File: config.mk
export PLATFORM = sky130hd
export DESIGN_NAME = irpmc_top
export DESIGN_NICKNAME = d
export VERILOG_FILES = /design/src/rtl/irpmc_key_qual.v /design/src/rtl/irpmc_top.v
export VERILOG_INCLUDE_DIRS = /design/src /design/src/rtl
export SDC_FILE = /design/constraint.sdc
export NUM_CORES = 1
export LEC_CHECK = 0
export BUFFER_PORTS_ARGS = -buffer_cell sky130_fd_sc_hd__clkbuf_2
export CORE_ASPECT_RATIO = 1.4
export CORE_MARGIN = 8
export CORE_UTILIZATION = 55
export DETAILED_ROUTE_END_ITERATION = 7
export PLACE_DENSITY = 0.78
export SETUP_SLACK_MARGIN = 0.3
export SLEW_MARGIN = 25
export SYNTH_ARGS = -nofsm -noshare
export SYNTH_HDL_FRONTEND = slang
export SYNTH_HIERARCHICAL = 1
export SYNTH_SLANG_ARGS = --single-unit
File: constraint.sdc
create_clock -name sys_clk_i -period 5.6 [get_ports sys_clk_i]
set_input_delay 0.28 -clock sys_clk_i [delete_from_list [all_inputs] [get_ports sys_clk_i]]
set_output_delay 0.28 -clock sys_clk_i [all_outputs]
set_load 0.03 [all_outputs]
File: src/rtl/irpmc_defs.vh
// constants for the initial reset and power mode control block
// assumes a 250 MHz system clock and a 32.768 kHz low-speed oscillator
`ifndef IRPMC_DEFS_VH
`define IRPMC_DEFS_VH

// ----------------------------------------
// clock rates
// ----------------------------------------
`define IRPMC_CLK_MHZ 250
`define IRPMC_CLK_HZ 250000000
`define IRPMC_OSC_HZ 32768
// system cycles per oscillator cycle, truncated
`define IRPMC_OSC_DIV 24'd7629

// ----------------------------------------
// timing figures and derived counts
// ----------------------------------------
`define IRPMC_NOISE_NS 100
// noise window in system cycles, rounded up
`define IRPMC_NOISE_CYC 8'd25
`define IRPMC_TICK_HZ 2
// oscillator cycles per 2 Hz half period
`define IRPMC_TICK_HALF 24'd8192
`define IRPMC_RELEASE_MS 250
`define IRPMC_KEY_NR_US 1500
// key noise window in oscillator cycles, rounded up
`define IRPMC_KEY_NR_TICKS 24'd50
`define IRPMC_QUAL_MS 1000
// qualifying time in oscillator cycles
`define IRPMC_QUAL_TICKS 24'd32768

// ----------------------------------------
// key combination select codes
// ----------------------------------------
`define IRPMC_KEY_OFF 2'h0
`define IRPMC_KEY_01 2'h1
`define IRPMC_KEY_012 2'h2
`define IRPMC_KEY_0123 2'h3

// ----------------------------------------
// reset values
// ----------------------------------------
`define IRPMC_PC_RESET 16'h0110
`define IRPMC_LCD_LEVEL_RESET 4'h0
`define IRPMC_CNT_W 24

`endif

File: src/rtl/irpmc_key_qual.v
// key combination reset: combination match, noise rejector, qualifying timer
// assumes key inputs already synchronised and a one-cycle oscillator tick
`timescale 1ns/1ps
`include "irpmc_defs.vh"

module irpmc_key_qual #(
  parameter [`IRPMC_CNT_W-1:0] NR_TICKS = `IRPMC_KEY_NR_TICKS,
  parameter [`IRPMC_CNT_W-1:0] QUAL_TICKS = `IRPMC_QUAL_TICKS
) (
  input wire sys_clk_i,
  input wire rst_n_i,
  input wire osc_tick_i,
  input wire osc_running_i,
  input wire [1:0] key_combo_sel_i,
  input wire [3:0] key_input_i,
  output reg key_reset_o
);

  // ----------------------------------------
  // combination decode
  // ----------------------------------------
  function combo_match;
    input [1:0] sel;
    input [3:0] keys;
    begin
      case (sel)
        `IRPMC_KEY_01: combo_match = keys[0] & keys[1];
        `IRPMC_KEY_012: combo_match = &keys[2:0];
        `IRPMC_KEY_0123: combo_match = &keys;
        default: combo_match = 1'b0;
      endcase
    end
  endfunction

  reg [`IRPMC_CNT_W-1:0] nr_cnt_reg;
  reg [`IRPMC_CNT_W-1:0] qual_cnt_reg;
  wire match;
  wire nr_done;

  assign match = combo_match(key_combo_sel_i, key_input_i);
  assign nr_done = (nr_cnt_reg >= NR_TICKS);

  // ----------------------------------------
  // noise rejector and qualifying timer
  // ----------------------------------------
  always @(posedge sys_clk_i or negedge rst_n_i) begin
    if (!rst_n_i) begin
      nr_cnt_reg <= {`IRPMC_CNT_W{1'b0}};
      qual_cnt_reg <= {`IRPMC_CNT_W{1'b0}};
      key_reset_o <= 1'b0;
    end else if (!match) begin
      nr_cnt_reg <= {`IRPMC_CNT_W{1'b0}};
      qual_cnt_reg <= {`IRPMC_CNT_W{1'b0}};
      key_reset_o <= 1'b0;
    end else if (osc_tick_i && osc_running_i) begin
      if (!nr_done) begin
        nr_cnt_reg <= nr_cnt_reg + {{(`IRPMC_CNT_W-1){1'b0}}, 1'b1};
      end else if (qual_cnt_reg < QUAL_TICKS) begin
        qual_cnt_reg <= qual_cnt_reg + {{(`IRPMC_CNT_W-1){1'b0}}, 1'b1};
      end else begin
        key_reset_o <= 1'b1;
      end
    end
  end

endmodule // irpmc_key_qual

File: src/rtl/irpmc_top.v
// initial reset latch, cpu reset state and supply mode control
// pins may be asynchronous to sys_clk_i and are synchronised here; firmware strobes are one-cycle pulses
`timescale 1ns/1ps
`include "irpmc_defs.vh"

module irpmc_top #(
  parameter [`IRPMC_CNT_W-1:0] OSC_DIV = `IRPMC_OSC_DIV,
  parameter [`IRPMC_CNT_W-1:0] TICK_HALF = `IRPMC_TICK_HALF,
  parameter [`IRPMC_CNT_W-1:0] KEY_NR_TICKS = `IRPMC_KEY_NR_TICKS,
  parameter [`IRPMC_CNT_W-1:0] QUAL_TICKS = `IRPMC_QUAL_TICKS
) (
  input wire sys_clk_i,
  input wire rst_n_i,
  input wire reset_pin_i,
  input wire [3:0] key_input_i,
  input wire [1:0] key_combo_sel_i,
  input wire osc_running_i,
  input wire high_speed_active_i,
  input wire int_enable_set_i,
  input wire int_enable_clr_i,
  input wire wide_stack_pointer_wr_i,
  input wire narrow_stack_pointer_wr_i,
  input wire extension_register_wr_i,
  input wire instr_done_i,
  input wire core_supply_wr_i,
  input wire core_supply_high_i,
  input wire lsr_halver_wr_i,
  input wire lsr_halver_i,
  input wire lcd_halver_wr_i,
  input wire lcd_halver_i,
  input wire lcd_ctrl_wr_i,
  input wire lcd_on_i,
  input wire [3:0] lcd_level_i,
  output reg init_reset_o,
  output reg two_hz_o,
  output reg [15:0] pc_start_o,
  output reg int_enable_o,
  output reg int_unmask_o,
  output reg extension_flag_o,
  output reg core_supply_rail_high_o,
  output reg lsr_halver_o,
  output reg lcd_halver_o,
  output reg lcd_base_voltage_on_o,
  output reg [3:0] lcd_base_voltage_level_o
);

  localparam [`IRPMC_CNT_W-1:0] ONE = {{(`IRPMC_CNT_W-1){1'b0}}, 1'b1};
  localparam [7:0] NOISE_CYC = `IRPMC_NOISE_CYC;

  // ----------------------------------------
  // synchronisers
  // ----------------------------------------
  reg pin_meta_reg;
  reg pin_sync_reg;
  wire [3:0] key_sync;

  always @(posedge sys_clk_i or negedge rst_n_i) begin
    if (!rst_n_i) begin
      pin_meta_reg <= 1'b0;
      pin_sync_reg <= 1'b0;
    end else begin
      pin_meta_reg <= reset_pin_i;
      pin_sync_reg <= pin_meta_reg;
    end
  end

  genvar k;
  generate
    for (k = 0; k < 4; k = k + 1) begin : g_key_sync
      reg meta_reg;
      reg sync_reg;
      always @(posedge sys_clk_i or negedge rst_n_i) begin
        if (!rst_n_i) begin
          meta_reg <= 1'b0;
          sync_reg <= 1'b0;
        end else begin
          meta_reg <= key_input_i[k];
          sync_reg <= meta_reg;
        end
      end
      assign key_sync[k] = sync_reg;
    end
  endgenerate

  // ----------------------------------------
  // pin noise filter
  // ----------------------------------------
  reg [7:0] pin_cnt_reg;
  reg pin_high_reg;

  always @(posedge sys_clk_i or negedge rst_n_i) begin
    if (!rst_n_i) begin
      pin_cnt_reg <= 8'h00;
      pin_high_reg <= 1'b0;
    end else if (!pin_sync_reg) begin
      pin_cnt_reg <= 8'h00;
      pin_high_reg <= 1'b0;
    end else if (pin_cnt_reg < NOISE_CYC - 8'h01) begin
      pin_cnt_reg <= pin_cnt_reg + 8'h01;
    end else begin
      pin_high_reg <= 1'b1;
    end
  end

  // ----------------------------------------
  // oscillator tick and 2 Hz divider
  // ----------------------------------------
  reg [`IRPMC_CNT_W-1:0] osc_cnt_reg;
  reg osc_tick_reg;
  reg [`IRPMC_CNT_W-1:0] half_cnt_reg;

  always @(posedge sys_clk_i or negedge rst_n_i) begin
    if (!rst_n_i) begin
      osc_cnt_reg <= {`IRPMC_CNT_W{1'b0}};
      osc_tick_reg <= 1'b0;
    end else if (osc_cnt_reg >= OSC_DIV - ONE) begin
      osc_cnt_reg <= {`IRPMC_CNT_W{1'b0}};
      osc_tick_reg <= 1'b1;
    end else begin
      osc_cnt_reg <= osc_cnt_reg + ONE;
      osc_tick_reg <= 1'b0;
    end
  end

  always @(posedge sys_clk_i or negedge rst_n_i) begin
    if (!rst_n_i) begin
      half_cnt_reg <= {`IRPMC_CNT_W{1'b0}};
      two_hz_o <= 1'b0;
    end else if (osc_tick_reg) begin
      if (half_cnt_reg >= TICK_HALF - ONE) begin
        half_cnt_reg <= {`IRPMC_CNT_W{1'b0}};
        two_hz_o <= ~two_hz_o;
      end else begin
        half_cnt_reg <= half_cnt_reg + ONE;
      end
    end
  end

  // ----------------------------------------
  // key combination reset
  // ----------------------------------------
  wire key_reset;

  irpmc_key_qual #(
    .NR_TICKS(KEY_NR_TICKS),
    .QUAL_TICKS(QUAL_TICKS)
  ) u_key_qual (
    .sys_clk_i(sys_clk_i),
    .rst_n_i(rst_n_i),
    .osc_tick_i(osc_tick_reg),
    .osc_running_i(osc_running_i),
    .key_combo_sel_i(key_combo_sel_i),
    .key_input_i(key_sync),
    .key_reset_o(key_reset)
  );

  // ----------------------------------------
  // initial reset latch
  // ----------------------------------------
  wire latch_set;

  assign latch_set = pin_high_reg | key_reset;

  always @(posedge sys_clk_i or negedge rst_n_i) begin
    if (!rst_n_i) begin
      init_reset_o <= 1'b1;
    end else if (latch_set) begin
      init_reset_o <= 1'b1;
    end else if (two_hz_o) begin
      init_reset_o <= 1'b0;
    end
  end

  // ----------------------------------------
  // cpu reset state
  // ----------------------------------------
  reg wsp_set_reg;
  reg nsp_set_reg;

  always @(posedge sys_clk_i or negedge rst_n_i) begin
    if (!rst_n_i) begin
      pc_start_o <= `IRPMC_PC_RESET;
      int_enable_o <= 1'b0;
      extension_flag_o <= 1'b0;
    end else if (init_reset_o) begin
      pc_start_o <= `IRPMC_PC_RESET;
      int_enable_o <= 1'b0;
      extension_flag_o <= 1'b0;
    end else begin
      pc_start_o <= `IRPMC_PC_RESET;
      if (int_enable_set_i) begin
        int_enable_o <= 1'b1;
      end else if (int_enable_clr_i) begin
        int_enable_o <= 1'b0;
      end
      if (extension_register_wr_i) begin
        extension_flag_o <= 1'b1;
      end else if (instr_done_i) begin
        extension_flag_o <= 1'b0;
      end
    end
  end

  always @(posedge sys_clk_i or negedge rst_n_i) begin
    if (!rst_n_i) begin
      wsp_set_reg <= 1'b0;
      nsp_set_reg <= 1'b0;
      int_unmask_o <= 1'b0;
    end else if (init_reset_o) begin
      wsp_set_reg <= 1'b0;
      nsp_set_reg <= 1'b0;
      int_unmask_o <= 1'b0;
    end else if (wide_stack_pointer_wr_i && narrow_stack_pointer_wr_i) begin
      wsp_set_reg <= 1'b1;
      nsp_set_reg <= 1'b1;
      int_unmask_o <= 1'b1;
    end else if (wide_stack_pointer_wr_i) begin
      wsp_set_reg <= 1'b1;
      nsp_set_reg <= nsp_set_reg & ~int_unmask_o;
      int_unmask_o <= nsp_set_reg & ~int_unmask_o;
    end else if (narrow_stack_pointer_wr_i) begin
      nsp_set_reg <= 1'b1;
      wsp_set_reg <= wsp_set_reg & ~int_unmask_o;
      int_unmask_o <= wsp_set_reg & ~int_unmask_o;
    end
  end

  // ----------------------------------------
  // halver write decode
  // ----------------------------------------
  function halver_ok;
    input hs;
    input req;
    begin
      halver_ok = !(hs && req);
    end
  endfunction

  // ----------------------------------------
  // supply mode control
  // ----------------------------------------
  always @(posedge sys_clk_i or negedge rst_n_i) begin
    if (!rst_n_i) begin
      core_supply_rail_high_o <= 1'b0;
      lsr_halver_o <= 1'b0;
      lcd_halver_o <= 1'b0;
      lcd_base_voltage_on_o <= 1'b0;
      lcd_base_voltage_level_o <= `IRPMC_LCD_LEVEL_RESET;
    end else if (init_reset_o) begin
      core_supply_rail_high_o <= 1'b0;
      lsr_halver_o <= 1'b0;
      lcd_halver_o <= 1'b0;
      lcd_base_voltage_on_o <= 1'b0;
      lcd_base_voltage_level_o <= `IRPMC_LCD_LEVEL_RESET;
    end else begin
      if (core_supply_wr_i) begin
        core_supply_rail_high_o <= core_supply_high_i;
      end
      if (lsr_halver_wr_i && halver_ok(high_speed_active_i, lsr_halver_i)) begin
        lsr_halver_o <= lsr_halver_i;
      end
      if (lcd_halver_wr_i && halver_ok(high_speed_active_i, lcd_halver_i)) begin
        lcd_halver_o <= lcd_halver_i;
      end
      if (lcd_ctrl_wr_i) begin
        lcd_base_voltage_on_o <= lcd_on_i;
        lcd_base_voltage_level_o <= lcd_level_i;
      end
    end
  end

endmodule // irpmc_top

# After elaboration in Yosys (flattened, before gate mapping)
# Cells that the tools add are included.
dict set report word_totals {
  regBits 132
  latchBits 0
  mem_bits_rw 0
  romBits 0
  input_bits 29
  output_inout_bits 29
  elab_cells 126
  memories 0
}
dict set report classes {
  addsub 5
  n_mul 0
  div 0
  order_cmp 5
  eq_ne 10
  shift 0
  muxes 48
  bitwise 6
  n_reduce_logical 22
}
# cell count
set ops {}
lappend ops {{$mux 24} 9}
lappend ops {{$add 24x1->24 const B} 4}
lappend ops {{$ge 24x13->1 const B} 2}
lappend ops {{$mux 1} 34}
lappend ops {{$ge 24x6->1 const B} 1}
lappend ops {{$lt 24x16->1 const B} 1}
lappend ops {{$mux 8} 2}
lappend ops {{$ne 2x2->1 const B} 6}
lappend ops {{$reduce_bool 2->1} 5}
lappend ops {{$reduce_and 3->1} 3}
lappend ops {{$add 8x1->8 const B} 1}
lappend ops {{$lt 8x5->1 const B} 1}
lappend ops {{$mux 4} 2}
lappend ops {{$logic_and 1x1->1} 6}
lappend ops {{$reduce_bool 3->1} 2}
lappend ops {{$eq 2x2->1 const B} 2}
lappend ops {{$reduce_and 2->1} 2}
lappend ops {{$reduce_and 4->1} 1}
lappend ops {{$reduce_bool 4->1} 1}
lappend ops {{$and 1x1->1} 3}
lappend ops {{$pmux 1 s3} 1}
lappend ops {{$eq 2x1->1 const B} 1}
lappend ops {{$logic_not 1->1} 2}
lappend ops {{$ne 2x1->1 const B} 1}
lappend ops {{2 further kinds} 3}

# Depth between registers and ports, before layout
dict set report logic_depth {
  word_depth 6
  ltp_mapped 8
  depth_no_buf 7
}

# Hierarchy
# Netlist, hierarchy kept.
# mod instances cells_per_inst area_each_um2 seq_area_each_um2
set modules_own_cells {}
lappend modules_own_cells {irpmc_top 1 317 3530.9 2078.2}
lappend modules_own_cells {irpmc_key_qual 1 192 2092.0 1226.2}

# Least setup slack after synthesis
# OpenSTA, ideal clock, no wires.
dict set report synth_path {
  path_type {register to register}
  from {reg u_key_qual.qual_cnt_reg[18]}
  to {reg u_key_qual.qual_cnt_reg[10]}
  setup_ns 0.078
  arrival_ns 2.000
  t_required_ns 5.522
  path_slack_ns 3.522
  stages_incl_launch_ff 7
  n_path_buf 1
  synth_period_minus_slack_ns 2.078
  path_cell_list {dfrtp_1 > or4_4 > nor4_4 > o2111ai_1 > buf_2 > or3_1 > a21oi_1}
}
dict set report synth_via {
  elab_chain_len 3
}
# element line
set synth_lines {}
lappend synth_lines {{start, declared} irpmc_key_qual.v:36} ;# reg [`IRPMC_CNT_W-1:0] qual_cnt_reg;
lappend synth_lines {{start signal, assigned} irpmc_key_qual.v:49} ;# qual_cnt_reg <= {`IRPMC_CNT_W{1'b0}};
lappend synth_lines {{start signal, assigned} irpmc_key_qual.v:53} ;# qual_cnt_reg <= {`IRPMC_CNT_W{1'b0}};
lappend synth_lines {{start signal, assigned} irpmc_key_qual.v:59} ;# qual_cnt_reg <= qual_cnt_reg + {{(`IRPMC_CNT_W-1){1'b0}}, 1'b1};
lappend synth_lines {{$lt 24x16->1} irpmc_key_qual.v:58} ;# end else if (qual_cnt_reg < QUAL_TICKS) begin
lappend synth_lines {{$ne 2x2->1 (no source line)} n/a}
lappend synth_lines {{$reduce_and 3->1 (no source line)} n/a}
# Every way passes these cells.
# A chain may end at the register's enable or synchronous reset.

# Worst setup path in the final report
dict set report layout_path {
  from {reg u_key_qual.qual_cnt_reg[18]}
  to {reg u_key_qual.qual_cnt_reg[14]}
}
# Same word-level chain as after synthesis.

==> results_dict.tcl <==
set metrics [dict create \
    status "complete, no violations" \
    cp_max_fo 12 \
    yosysSeqAreaShare 0.588 \
    row_count 43 \
    async_flop_share 1.00 \
    powerDensity_mw_per_mm2 350 \
    synth_cells 509 \
    drt-wirelength-per-cell_um 15.1 \
    synth_top_family_by_area "simple AND/OR/NAND/NOR gates" \
    antenna_found_initial 0 \
    die_area_mm2 0.0138 \
    rsz0062_at_grt "no" \
    period_needed_ns 2.62 \
    diodes 0 \
    die_y_um 136 \
    ys_ff_latch 132 \
    ctsHtreeMaxLevel 4 \
    drtIter0Drc 175 \
    max_slew.worst_pin.slew_ns 0.905 \
    hold_violations 0 \
    finalMaxSlewViolations 0 \
    synthAdderAreaFrac 0.0156 \
    hp-class "input port to flop" \
    p_int_mw 1.77 \
    area_growth_pct 17.8 \
    synth-simple-area-share 0.202 \
    finalWirelength_um 10900 \
    dr_total_vias 3928 \
    syn_area_mm2 0.00562 \
    yosysWarnings 6 \
    grt_pass1_wl_um 18400 \
    portBuffers 41 \
    cts_buffer_depth 2 \
    cp_num_buf_inv 0 \
    min_from "extension_register_wr_i" \
    nets 609 \
    pwr-share-comb 0.057 \
    critPathArrivalTime_ns 2.95 \
    synth_xor_area_frac 0.0405 \
    setup-tns-final_ns 0 \
    initial_utilization 0.565 \
    drive_above_1_share 0.148 \
    postPlaceCellArea_mm2 0.00593 \
    clk_pin_slew_ns 0.06 \
    cp_slowest_cell "or4_1" \
    first_pass_iters 5 \
    root_buffer "clkbuf_16" \
    setup_viol 0 \
    reg2reg_slack_ns 2.98 \
    hold_depth 3 \
    skew_ns 0.00815 \
    fin_area_mm2 0.00662 \
    core-area_mm2 0.00995 \
    cts_buffers 17 \
    drtAntennaViolNets 0 \
    grt_usage 0.169 \
    syn_area_per_cell_um2 11.0 \
    regToRegEndpoint "u_key_qual/qual_cnt_reg[14]" \
    synth_compound_area_frac 0.0921 \
    clockPowerShare 0.493 \
    cts_tree "built" \
    io_pins 58 \
    timing.rr.start "u_key_qual/qual_cnt_reg[18]" \
    path_class "flop to flop" \
    swShare 0.235 \
    path_cells "or4_4, nor4_4, o2111ai_1, or4_1, a21oi_1" \
    layout_common_cells "131 x dfrtp_1, 56 x nor2_1, 40 x clkbuf_2" \
    cts.sink_count 132 \
    ys.flop_type "dfrtp_1" \
    required_ns 5.93 \
    cp_top_family "simple AND/OR/NAND/NOR gates" \
    grt_max_degree 77 \
    ys_types 50 \
    power_frac_seq 0.450 \
    dp_hpwl_um 6960 \
    max_freq_ghz 0.382 \
    cpPeakStageDelay_ns 0.64 \
    place.gp.congestion 0.805 \
    reg2regPathDepth 5 \
    worst_ir_drop_vdd_v 0.000254 \
    switching_power_mw 0.546 \
    end_kind "flop" \
    layout_commonest_cell "dfrtp_1" \
    post_cts_resized 0 \
    holdPathEnd "extension_flag_o" \
    power.leakage_nw 3.03 \
    die_x_um 101 \
    synth_mux_area_frac 0.0160 \
    maxCapViolCount 0 \
    min_period_over_period 0.468 \
    avgViaCountPerCell 5.45 \
    drc 0 \
    grt_pass1_vias 3931 \
    overflow 0 \
    maxSlewHeadroom 0.397 \
    synth_edf_count 0 \
    start_kind "flop" \
    clock_latency_ns 0.41 \
]
==> cells in the mapped netlist, types with 11 or more instances <==
master | instances | area (um^2)
buf_4 | 16 | 120
xor2_1 | 12 | 105
or3_1 | 12 | 75.1
o21ai_0 | 12 | 60.1
nor2_1 | 57 | 214
nand2_1 | 17 | 63.8
xnor2_1 | 14 | 123
a21oi_1 | 24 | 120
dfrtp_1 | 131 | 3280
and2_1 | 34 | 213
nor3_1 | 11 | 55.1
inv_1 | 21 | 78.8
nand3_1 | 17 | 85.1
nor4_1 | 16 | 100
==> cell type report <==
cell class / instances / area, um^2
fillers: 737 / 3330
flip-flops and latches: 132 / 3300
multi-input cells: 353 / 2170
clock buffers: 19 / 453
repair buffers: 48 / 275
clock inverters: 13 / 169
well taps: 135 / 169
inverters: 21 / 78.8
==> layer usage <==
| metal | part of all wire | global-route usage |
|---|---|---|
| met5 | 0 | 0 |
| met4 | 0.020 | 0.0765 |
| met3 | 0.061 | 0.0504 |
| met2 | 0.50 | 0.278 |
| met1 | 0.41 | 0.199 |
==> kinds of logic (layout without fill, tap and decap cells) <==
logic type,count (synthesis),after routing
muxes,9,9
adders and majority gates,7,7
and+or+nand+nor,206,206
buffers and inverters,49,101
DFF,132,132
AOI/OAI and AO/OA,78,78
other,2,27
xor gates and xnor gates,26,26
==> worst reg2reg max path: stages, from the launching register on <==
cell and delay [ns]:
dfrtp_1 0.37, or4_4 0.55, nor4_4 0.35, o2111ai_1 0.48
or4_1 0.64, a21oi_1 0.15
==> per-stage QoR <==
stage | power, mW | hold slack (ns) | instances | util | setup WS [ns]
after floorplan | 1.14 | -0.0156 | 534 | - | 3.52
after global placement | 1.18 | 0.332 | 683 | 0.595 | 3.09
after detailed placement | 1.19 | 0.340 | 683 | 0.596 | 2.99
after CTS | 2.34 | 0.0896 | 721 | 0.664 | 2.97
after global routing | 2.41 | 0.0906 | 721 | 0.665 | 2.78
final | 2.32 | 0.0996 | 721 | 0.665 | 2.98
==> power by group through the flow <==
| stage | combinational (mW) | clock [mW] | sequential (mW) |
|---|---|---|---|
| after floorplan | 0.0757 | 0 | 1.07 |
| after global placement | 0.126 | 0 | 1.06 |
| after detailed placement | 0.130 | 0 | 1.06 |
| after CTS | 0.135 | 1.16 | 1.04 |
| after global routing | 0.150 | 1.21 | 1.05 |
| final | 0.133 | 1.14 | 1.04 |
==> worst max path at each step <==
stage / start / end / slack (ns) / cells after the start
2_1_floorplan: u_key_qual/qual_cnt_reg[18] / u_key_qual/qual_cnt_reg[10] / 3.52 / 6
3_3_place_gp: u_key_qual/qual_cnt_reg[18] / u_key_qual/qual_cnt_reg[13] / 3.09 / 5
3_5_place_dp: u_key_qual/qual_cnt_reg[18] / u_key_qual/qual_cnt_reg[12] / 2.99 / 5
4_1_cts: u_key_qual/qual_cnt_reg[18] / u_key_qual/qual_cnt_reg[14] / 2.97 / 5
5_1_grt: u_key_qual/nr_cnt_reg[0] / u_key_qual/qual_cnt_reg[13] / 2.78 / 7
6_report: u_key_qual/qual_cnt_reg[18] / u_key_qual/qual_cnt_reg[14] / 2.98 / 5
==> what timing repair did <==
| action | in CTS | in global routing |
|---|---|---|
| endpoints found under the hold margin | 61 | 0 |
| buffers inserted | 0 | 0 |
| hold buffers | 6 | 0 |
Note: power is estimated with default switching activity, not from simulation.
